$ cat config.mk
export PLATFORM = sky130hd
export DESIGN_NAME = css_top
export DESIGN_NICKNAME = d
export VERILOG_FILES = /design/src/hdl/css_pkg.sv /design/src/hdl/css_pin_if.sv /design/src/hdl/css_sync.sv /design/src/hdl/css_top.sv
export SDC_FILE = /design/constraint.sdc
export NUM_CORES = 1
export LEC_CHECK = 0
export BUFFER_PORTS_ARGS = -buffer_cell sky130_fd_sc_hd__buf_2
export CELL_PAD_IN_SITES_DETAIL_PLACEMENT = 1
export CELL_PAD_IN_SITES_GLOBAL_PLACEMENT = 1
export CORE_ASPECT_RATIO = 2
export CORE_UTILIZATION = 41
export CTS_BUF_LIST = sky130_fd_sc_hd__clkbuf_8
export DETAILED_ROUTE_END_ITERATION = 10
export GPL_TIMING_DRIVEN = 0
export PLACE_DENSITY = 0.83
export SLEW_MARGIN = 20
export SYNTH_ARGS = -nofsm -noshare
export SYNTH_HDL_FRONTEND = slang
export SYNTH_SLANG_ARGS = --single-unit
export TNS_END_PERCENT = 5
$ cat constraint.sdc
create_clock -name clk_in -period 2.6 [get_ports clk_in]
set_input_delay 0.26 -clock clk_in [delete_from_list [all_inputs] [get_ports clk_in]]
set_output_delay 0.26 -clock clk_in [all_outputs]
set_load 0.02 [all_outputs]
$ cat src/hdl/css_pkg.sv
// Purpose: Shared constants and types for the configuration status signalling block
// Assumes: 50 MHz system clock
// Notes:   Pin synchroniser carries the status line and the three mode inputs
package css_pkg;

  localparam int          CLK_MHZ        = 50;
  // Shortest master wait is used; the longest allowed wait is 300 us
  localparam int          DLY_MIN_US     = 30;
  localparam int          CNT_W          = 11;
  localparam logic [10:0] DLY_CYC        = 11'(DLY_MIN_US * CLK_MHZ);
  localparam logic [10:0] CNT_ZERO       = 11'h000;
  localparam logic [10:0] CNT_ONE        = 11'h001;

  localparam int          MODE_W         = 3;
  localparam int          SYNC_W         = 4;
  localparam int          SYNC_INIT_BIT  = 3;
  localparam int          MODE_MASTER_BIT = 0;
  localparam logic        MASTER_LEVEL   = 1'b0;
  localparam logic [2:0]  MODE_RST       = 3'h0;

  typedef enum logic [4:0] {
    ST_CLEAR  = 5'h01,
    ST_WAIT   = 5'h02,
    ST_DELAY  = 5'h04,
    ST_CONFIG = 5'h08,
    ST_USER   = 5'h10
  } css_state_t;

  typedef struct packed {
    css_state_t  st;
    logic [10:0] cnt;
    logic [2:0]  mode;
    logic        err;
    logic        start;
    logic        hi;
    logic        hi_oe;
    logic        lo;
    logic        lo_oe;
    logic        init;
    logic        init_oe;
  } css_top_t;

  localparam css_top_t TOP_RST = '{st: ST_CLEAR, cnt: CNT_ZERO, mode: MODE_RST, err: 1'b0,
                                   start: 1'b0, hi: 1'b1, hi_oe: 1'b1, lo: 1'b0, lo_oe: 1'b1,
                                   init: 1'b0, init_oe: 1'b1};

endpackage

$ cat src/hdl/css_pin_if.sv
// Purpose: Carries raw pin levels to the synchroniser and synced levels back
// Assumes: One clock domain on the synced side
// Notes:   Width set by the user of the interface
`timescale 1ns/100ps
interface css_pin_if #(parameter int W = 4);
  logic [W-1:0] raw;
  logic [W-1:0] synced;
  modport drv (output raw, input synced);
  modport snk (input raw, output synced);
endinterface

$ cat src/hdl/css_sync.sv
// Purpose: Two-stage synchroniser for asynchronous pin inputs
// Assumes: Pins are not related to clk_in
// Notes:   First stage feeds only the second stage
`timescale 1ns/100ps
module css_sync #(
  parameter int W = 4
) (
  input  wire logic   clk_in,
  input  wire logic   rst_in,
  css_pin_if.snk      pins
);

  typedef struct packed {
    logic [W-1:0] s1;
    logic [W-1:0] s2;
  } css_sync_t;

  css_sync_t r;
  css_sync_t next_r;

  always_comb begin
    next_r    = r;
    next_r.s1 = pins.raw;
    next_r.s2 = r.s1;
  end

  always_ff @(posedge clk_in or posedge rst_in) begin
    if (rst_in) begin
      r <= '0;
    end else begin
      r <= next_r;
    end
  end

  assign pins.synced = r.s2;

endmodule

$ cat src/hdl/css_top.sv
// Purpose: Configuration status pins: pending outputs and the open-drain init line
// Assumes: Power, clearing, error and io-active indications come from logic on clk_in
// Notes:   Pin outputs are registered, so user pass-through lags one cycle
`timescale 1ns/100ps

// How it works
// - High pending pin driven high until active
// - Low pending pin driven low until active
// - Init line only pulled low or released until active
// - Init held low during power-up and clearing
// - Outside low on init keeps device waiting
// - Master modes wait extra 30 us (1500 cycles)
// - Init pulled low on configuration data error
// - Init becomes user pin once active
// - Mode inputs sampled when init goes high
module css_top (
  input  wire logic       clk_in,
  input  wire logic       rst_in,
  input  wire logic       pwr_stable_in,
  input  wire logic       clear_busy_in,
  input  wire logic       cfg_error_in,
  input  wire logic       io_active_in,
  input  wire logic [2:0] cfg_mode_select_in,
  input  wire logic       init_n_in,
  input  wire logic       user_hi_in,
  input  wire logic       user_hi_oe_in,
  input  wire logic       user_lo_in,
  input  wire logic       user_lo_oe_in,
  input  wire logic       user_init_in,
  input  wire logic       user_init_oe_in,
  output logic            cfg_pending_hi_out,
  output logic            cfg_pending_hi_oe_out,
  output logic            cfg_pending_lo_n_out,
  output logic            cfg_pending_lo_n_oe_out,
  output logic            init_n_out,
  output logic            init_n_oe_out,
  output logic [2:0]      cfg_mode_out,
  output logic            cfg_start_out,
  output logic            cfg_running_out
);

  css_pin_if #(.W(css_pkg::SYNC_W)) pins ();

  css_pkg::css_top_t r;
  css_pkg::css_top_t next_r;
  css_pkg::css_state_t nst;
  logic              init_s;
  logic [2:0]        mode_s;
  logic              master;

  assign pins.raw = {init_n_in, cfg_mode_select_in};
  assign init_s   = pins.synced[css_pkg::SYNC_INIT_BIT];
  assign mode_s   = pins.synced[css_pkg::MODE_W-1:0];
  assign master   = (mode_s[css_pkg::MODE_MASTER_BIT] == css_pkg::MASTER_LEVEL);

  css_sync #(.W(css_pkg::SYNC_W)) u_sync (
    .clk_in (clk_in),
    .rst_in (rst_in),
    .pins   (pins)
  );

  always_comb begin
    next_r       = r;
    next_r.start = 1'b0;
    nst          = r.st;
    unique case (r.st)
      css_pkg::ST_CLEAR: begin
        if (pwr_stable_in && !clear_busy_in) begin
          nst = css_pkg::ST_WAIT;
        end
      end
      css_pkg::ST_WAIT: begin
        if (init_s) begin
          next_r.mode = mode_s;
          if (master) begin
            nst        = css_pkg::ST_DELAY;
            next_r.cnt = css_pkg::DLY_CYC - css_pkg::CNT_ONE;
          end else begin
            nst          = css_pkg::ST_CONFIG;
            next_r.start = 1'b1;
          end
        end
      end
      css_pkg::ST_DELAY: begin
        if (r.cnt == css_pkg::CNT_ZERO) begin
          nst          = css_pkg::ST_CONFIG;
          next_r.start = 1'b1;
        end else begin
          next_r.cnt = r.cnt - css_pkg::CNT_ONE;
        end
      end
      css_pkg::ST_CONFIG: begin
        if (cfg_error_in) begin
          next_r.err = 1'b1;
        end
        if (io_active_in) begin
          nst = css_pkg::ST_USER;
        end
      end
      css_pkg::ST_USER: begin
        nst = css_pkg::ST_USER;
      end
    endcase
    next_r.st = nst;

    if (nst == css_pkg::ST_USER) begin
      next_r.hi      = user_hi_in;
      next_r.hi_oe   = user_hi_oe_in;
      next_r.lo      = user_lo_in;
      next_r.lo_oe   = user_lo_oe_in;
      next_r.init    = user_init_in;
      next_r.init_oe = user_init_oe_in;
    end else begin
      next_r.hi      = 1'b1;
      next_r.hi_oe   = 1'b1;
      next_r.lo      = 1'b0;
      next_r.lo_oe   = 1'b1;
      next_r.init    = 1'b0;
      next_r.init_oe = (nst == css_pkg::ST_CLEAR) || (nst == css_pkg::ST_CONFIG && next_r.err);
    end
  end

  always_ff @(posedge clk_in or posedge rst_in) begin
    if (rst_in) begin
      r <= css_pkg::TOP_RST;
    end else begin
      r <= next_r;
    end
  end

  assign cfg_pending_hi_out      = r.hi;
  assign cfg_pending_hi_oe_out   = r.hi_oe;
  assign cfg_pending_lo_n_out    = r.lo;
  assign cfg_pending_lo_n_oe_out = r.lo_oe;
  assign init_n_out              = r.init;
  assign init_n_oe_out           = r.init_oe;
  assign cfg_mode_out            = r.mode;
  assign cfg_start_out           = r.start;
  assign cfg_running_out         = (r.st == css_pkg::ST_CONFIG);

  property p_hi_pending;
    @(posedge clk_in) disable iff (rst_in)
    (r.st != css_pkg::ST_USER) |-> (cfg_pending_hi_out && cfg_pending_hi_oe_out);
  endproperty
  a_hi_pending: assert property (p_hi_pending) else $error("high pending pin not high");

  property p_lo_pending;
    @(posedge clk_in) disable iff (rst_in)
    (r.st != css_pkg::ST_USER) |-> (!cfg_pending_lo_n_out && cfg_pending_lo_n_oe_out);
  endproperty
  a_lo_pending: assert property (p_lo_pending) else $error("low pending pin not low");

  property p_open_drain;
    @(posedge clk_in) disable iff (rst_in)
    (r.st != css_pkg::ST_USER) |-> !init_n_out;
  endproperty
  a_open_drain: assert property (p_open_drain) else $error("init driven high");

  property p_clear_low;
    @(posedge clk_in) disable iff (rst_in)
    (r.st != css_pkg::ST_USER && !pwr_stable_in) |=> init_n_oe_out;
  endproperty
  a_clear_low: assert property (p_clear_low) else $error("init released during power up");

  property p_hold_wait;
    @(posedge clk_in) disable iff (rst_in)
    (r.st == css_pkg::ST_WAIT && !init_s) |=> (r.st == css_pkg::ST_WAIT);
  endproperty
  a_hold_wait: assert property (p_hold_wait) else $error("left wait with init low");

  property p_delay_load;
    @(posedge clk_in) disable iff (rst_in)
    (r.st == css_pkg::ST_WAIT && init_s && master) |=> (r.st == css_pkg::ST_DELAY && r.cnt == css_pkg::DLY_CYC - css_pkg::CNT_ONE);
  endproperty
  a_delay_load: assert property (p_delay_load) else $error("master delay not loaded");

  property p_delay_end;
    @(posedge clk_in) disable iff (rst_in)
    (r.st == css_pkg::ST_DELAY && r.cnt != css_pkg::CNT_ZERO) |=> (r.st == css_pkg::ST_DELAY && !cfg_start_out);
  endproperty
  a_delay_end: assert property (p_delay_end) else $error("master delay cut short");

  property p_error_low;
    @(posedge clk_in) disable iff (rst_in)
    (r.st == css_pkg::ST_CONFIG && cfg_error_in && !io_active_in) |=>
      init_n_oe_out ##1 (init_n_oe_out || r.st == css_pkg::ST_USER);
  endproperty
  a_error_low: assert property (p_error_low) else $error("error not shown on init");

  property p_user_init;
    @(posedge clk_in) disable iff (rst_in)
    (r.st == css_pkg::ST_USER) |=> (init_n_out == $past(user_init_in) && init_n_oe_out == $past(user_init_oe_in));
  endproperty
  a_user_init: assert property (p_user_init) else $error("init not a user pin");

  property p_mode_sample;
    @(posedge clk_in) disable iff (rst_in)
    (r.st == css_pkg::ST_WAIT ##1 r.st != css_pkg::ST_WAIT) |-> (cfg_mode_out == $past(mode_s) && $past(init_s));
  endproperty
  a_mode_sample: assert property (p_mode_sample) else $error("mode not sampled on init high");

  property p_exit_high;
    @(posedge clk_in) disable iff (rst_in)
    $rose(cfg_start_out) |-> ($past(init_s) || $past(r.st) == css_pkg::ST_DELAY);
  endproperty
  a_exit_high: assert property (p_exit_high) else $error("start without init high");

endmodule

==> key figures <==
GRT
  – Initial antenna violation count: 0
  – First-pass GRT wire length: 6400 um
  – Remaining global-route overflow: 0
  – Gr usage total: 20.8%
  – Largest net degree at the start of global routing: 36
  – Number of global-route vias before repair: about 1,400

Timing
  – Final setup violation count: 0
  – Crit share post-route: about four fifths
  – Hold Slack: 75.2 ps
  – RSZ-0062 raised after global routing: no
  – Relative slew slack: 52.0%
  – Highest clock rate: 488 MHz
  – Final hold vios: 0
  – Tightest Pin Transition: a little over 700 ps
  – TNS Setup: 0 ps
  – Clk_skew: 9.80 ps
  – Worst setup margin: between 500 and 600 ps
  – Fin. max-slew vios: 0
  – Min Tclk post-route: 2050 ps

Die
  – Total Die Area: 4330 um2
  – Die Span Y: 92.0 um
  – Die W: 47.0 um
  – Core area: 3880 um2
  – I/O pin count: 27
  – Initial core utilization: ~43%
  – Number of placement rows: 32

Power and ir drop
  – Leakage: 0.886 nW
  – Overall power: 2.12 mW
  – Peak VDD IR: 0.000500 V
  – PwrDens: 1080 nW/um2

Layout
  – Share of cells above drive strength 1: 30.2%
  – P&R area growth vs syn: 18.4%
  – Non-Filler Instances: 240
  – Final design utilization: 50.7%
  – Post-Layout Inst Area: a little under 2000 um2
  – Final-layout fill cell count: 460
  – Ant diodes: 0
  – Nets: a little over 200

Worst setup path
  – Crit Reg-Reg Endpoint: r[18]
  – Worst R2R Start: r[11]
  – CP startpoint kind: flip-flop
  – CP max stage cell: dfrtp_1
  – Crit path DAT: 2230 ps
  – Worst Reg-to-Reg Cells: 7
  – Worst endpoint required time: 2780 ps
  – Crit Path Max Fanout: 10
  – Kind of critical path: reg -> reg
  – Worst Setup End Kind: flip-flop
  – R2r setup slk: 550 ps
  – CP peak stage delay: 380 ps
  – CP Cell Sequence: inv_1, ha_1, nor3b_4, nand3_2, nand2_1, nor2_1, o31ai_1

Clocking
  – Num Clock Sinks: 35
  – Worst skew pair latency: 290 ps
  – H-tree depth: 2
  – # resized after CTS: 0
  – Total CTS buffers: 5
  – Clk root buf: clkbuf_8
  – CTS tree: built
  – Hold_buf cts: 0
  – Post-CTS setup buffer count: 0
  – Worst-path clk slew: 70 ps
  – CTS Buffer Depth: 2

Placed design
  – Input/output buffers: 26
  – DP Wirelength: 2940 um
  – RD Place Congestion: 0.771
  – Pre-CTS WS: between 600 and 700 ps
  – Post-DP Area: 1860 um2
  – Cells after DPL: 232

Job
  – Max-cap violation count: 0

Yosys
  – Largest cells by area after synthesis: dfrtp_1, dfstp_2, nor2_1
  – Ys Warns: 0
  – Netlist Area Pre-Place: 1660 um2
  – Yosys reg bits: 35
  – Synth area leader: dfrtp_1
  – Post-synthesis sequential area ratio: 53.1%
  – Distinct cells, synth: 46
  – Area share of the largest cell type after synthesis: between 40 and 50%
  – Mean Syn Cell Area: roughly 11 um2
  – Primary FF master, synth: dfrtp_1
  – Synthesized instance count: approximately 160
  – Net count after synthesis: 172
  – Async SR Flop Fraction: 100%
  – EDFF count, synth: 0

Routing
  – Via/cell ratio: 5.41
  – Routed WL: approximately 4000 um
  – # DRC: 0
  – Post-route ant nets: 0
  – Total iterations of the first detailed-routing run: 4
  – 1st-iter DRT viols: 28
  – Drt wl/cell: 16.6 um
  – Via count: between 1,000 and 1,500

Hold path
  – Critical hold path startpoint: cfg_mode_select_in[2]
  – Min-Delay Path Depth: 1
  – Hold Path Sink: u_sync.next_r[2]
  – Min-Delay Path Class: in -> reg

Run status
  – Status: completed
[state kept, by name (all words and copies together), names as in the netlist]
name	cells
cfg_mode_out	3
cfg_pending_hi_oe_out	1
cfg_pending_hi_out	1
cfg_pending_lo_n_oe_out	1
cfg_pending_lo_n_out	1
cfg_start_out	1
init_n_oe_out	1
init_n_out	1
r	17
u_sync.next_r	4
u_sync.pins.synced	4
[power by group]
group	switching, mW	internal, mW	leakage, nW	total (mW)
Sequential	0.143	0.697	0.408	0.841
Combinational	0.452	0.341	0.420	0.793
Clock	0.203	0.285	0.0581	0.488
[logic make-up (layout without fill, tap and decap cells)]
group | Yosys count | after routing | share of synthesized area (%)
XOR/XNOR | 4 | 4 | 2.11
multiplexers | 2 | 2 | 1.36
AND/OR/NAND/NOR | 66 | 66 | 24.2
flip-flops | 35 | 35 | 53.1
adder cells (fa/ha/maj) | 1 | 1 | 0.753
buffers and inverters | 15 | 49 | 4.89
AO/OA/AOI/OAI | 32 | 32 | 13.6
[cell usage after synthesis (4+ instances only)]
master,number
dfrtp_1,30
nor2_1,16
inv_1,7
nand2_1,7
o21ai_0,7
a21oi_1,6
nand2b_1,6
nand3_1,6
and2_1,5
dfstp_2,5
buf_4,4
xor2_1,4
[routing by layer]
metal,vias up,wire (um),global-route usage [%],part of all wire [%]
li1,617,-,-,-
met1,639,1420,21.1,36
met2,30,2330,37.0,59
met3,12,91,3.74,2.3
met4,0,138,10.5,3.5
met5,-,0,0,0
[worst max-delay path by stage]
| stage | to | startpoint | slack (ps) | cells after the start |
|---|---|---|---|---|
| 2_1_floorplan | r[19] | r[11] | 920 | 7 |
| 3_3_place_gp | r[19] | r[11] | 730 | 7 |
| 3_5_place_dp | r[18] | r[11] | 610 | 7 |
| 4_1_cts | r[18] | r[11] | 570 | 7 |
| 5_1_grt | r[18] | r[11] | 330 | 7 |
| 6_report | r[18] | r[11] | 550 | 7 |
[cells in the final DEF, fill, tap and decap left out, types with 2 or more instances in the layout]
master    instances
or3_1             2
nand3b_1          2
o31ai_1           2
dfstp_2           5
nor2_1           16
buf_4             4
dfrtp_1          30
nor3b_4           2
nor3_1            3
nor3b_1           3
nor4_1            3
xor2_1            4
a21oi_1           6
o21ai_0           7
clkbuf_8          5
nand2_1           7
nand2b_1          6
inv_1             6
nor2b_1           3
buf_2            28
and2_1            5
a211o_1           2
a32oi_1           2
nand3_1           6
and3_1            2
mux2_2            2
o211ai_1          2
[worst max-delay path: cells and delay by family, from the launching register on]
| family | cells | cell delay, ps |
|---|---|---|
| adders and majority gates | 1 | 170 |
| buffers and inverters | 1 | 100 |
| DFF | 1 | 380 |
| AOI/OAI and AO/OA | 1 | 240 |
| and+or+nand+nor | 4 | 1050 |
[cell type report]
cell class	instances	area (um2)	area share (%)
Timing Repair Buffer	26	130	6.61
Tap cell	51	63.8	3.24
Clock inverter	3	43.8	2.23
Sequential cell	35	882	44.8
Multi-Input combinational cell	105	698	35.5
Clock buffer	5	68.8	3.50
Buffer	8	55.1	2.80
Inverter	7	26.3	1.34
Note: power is estimated with default switching activity, not from simulation.
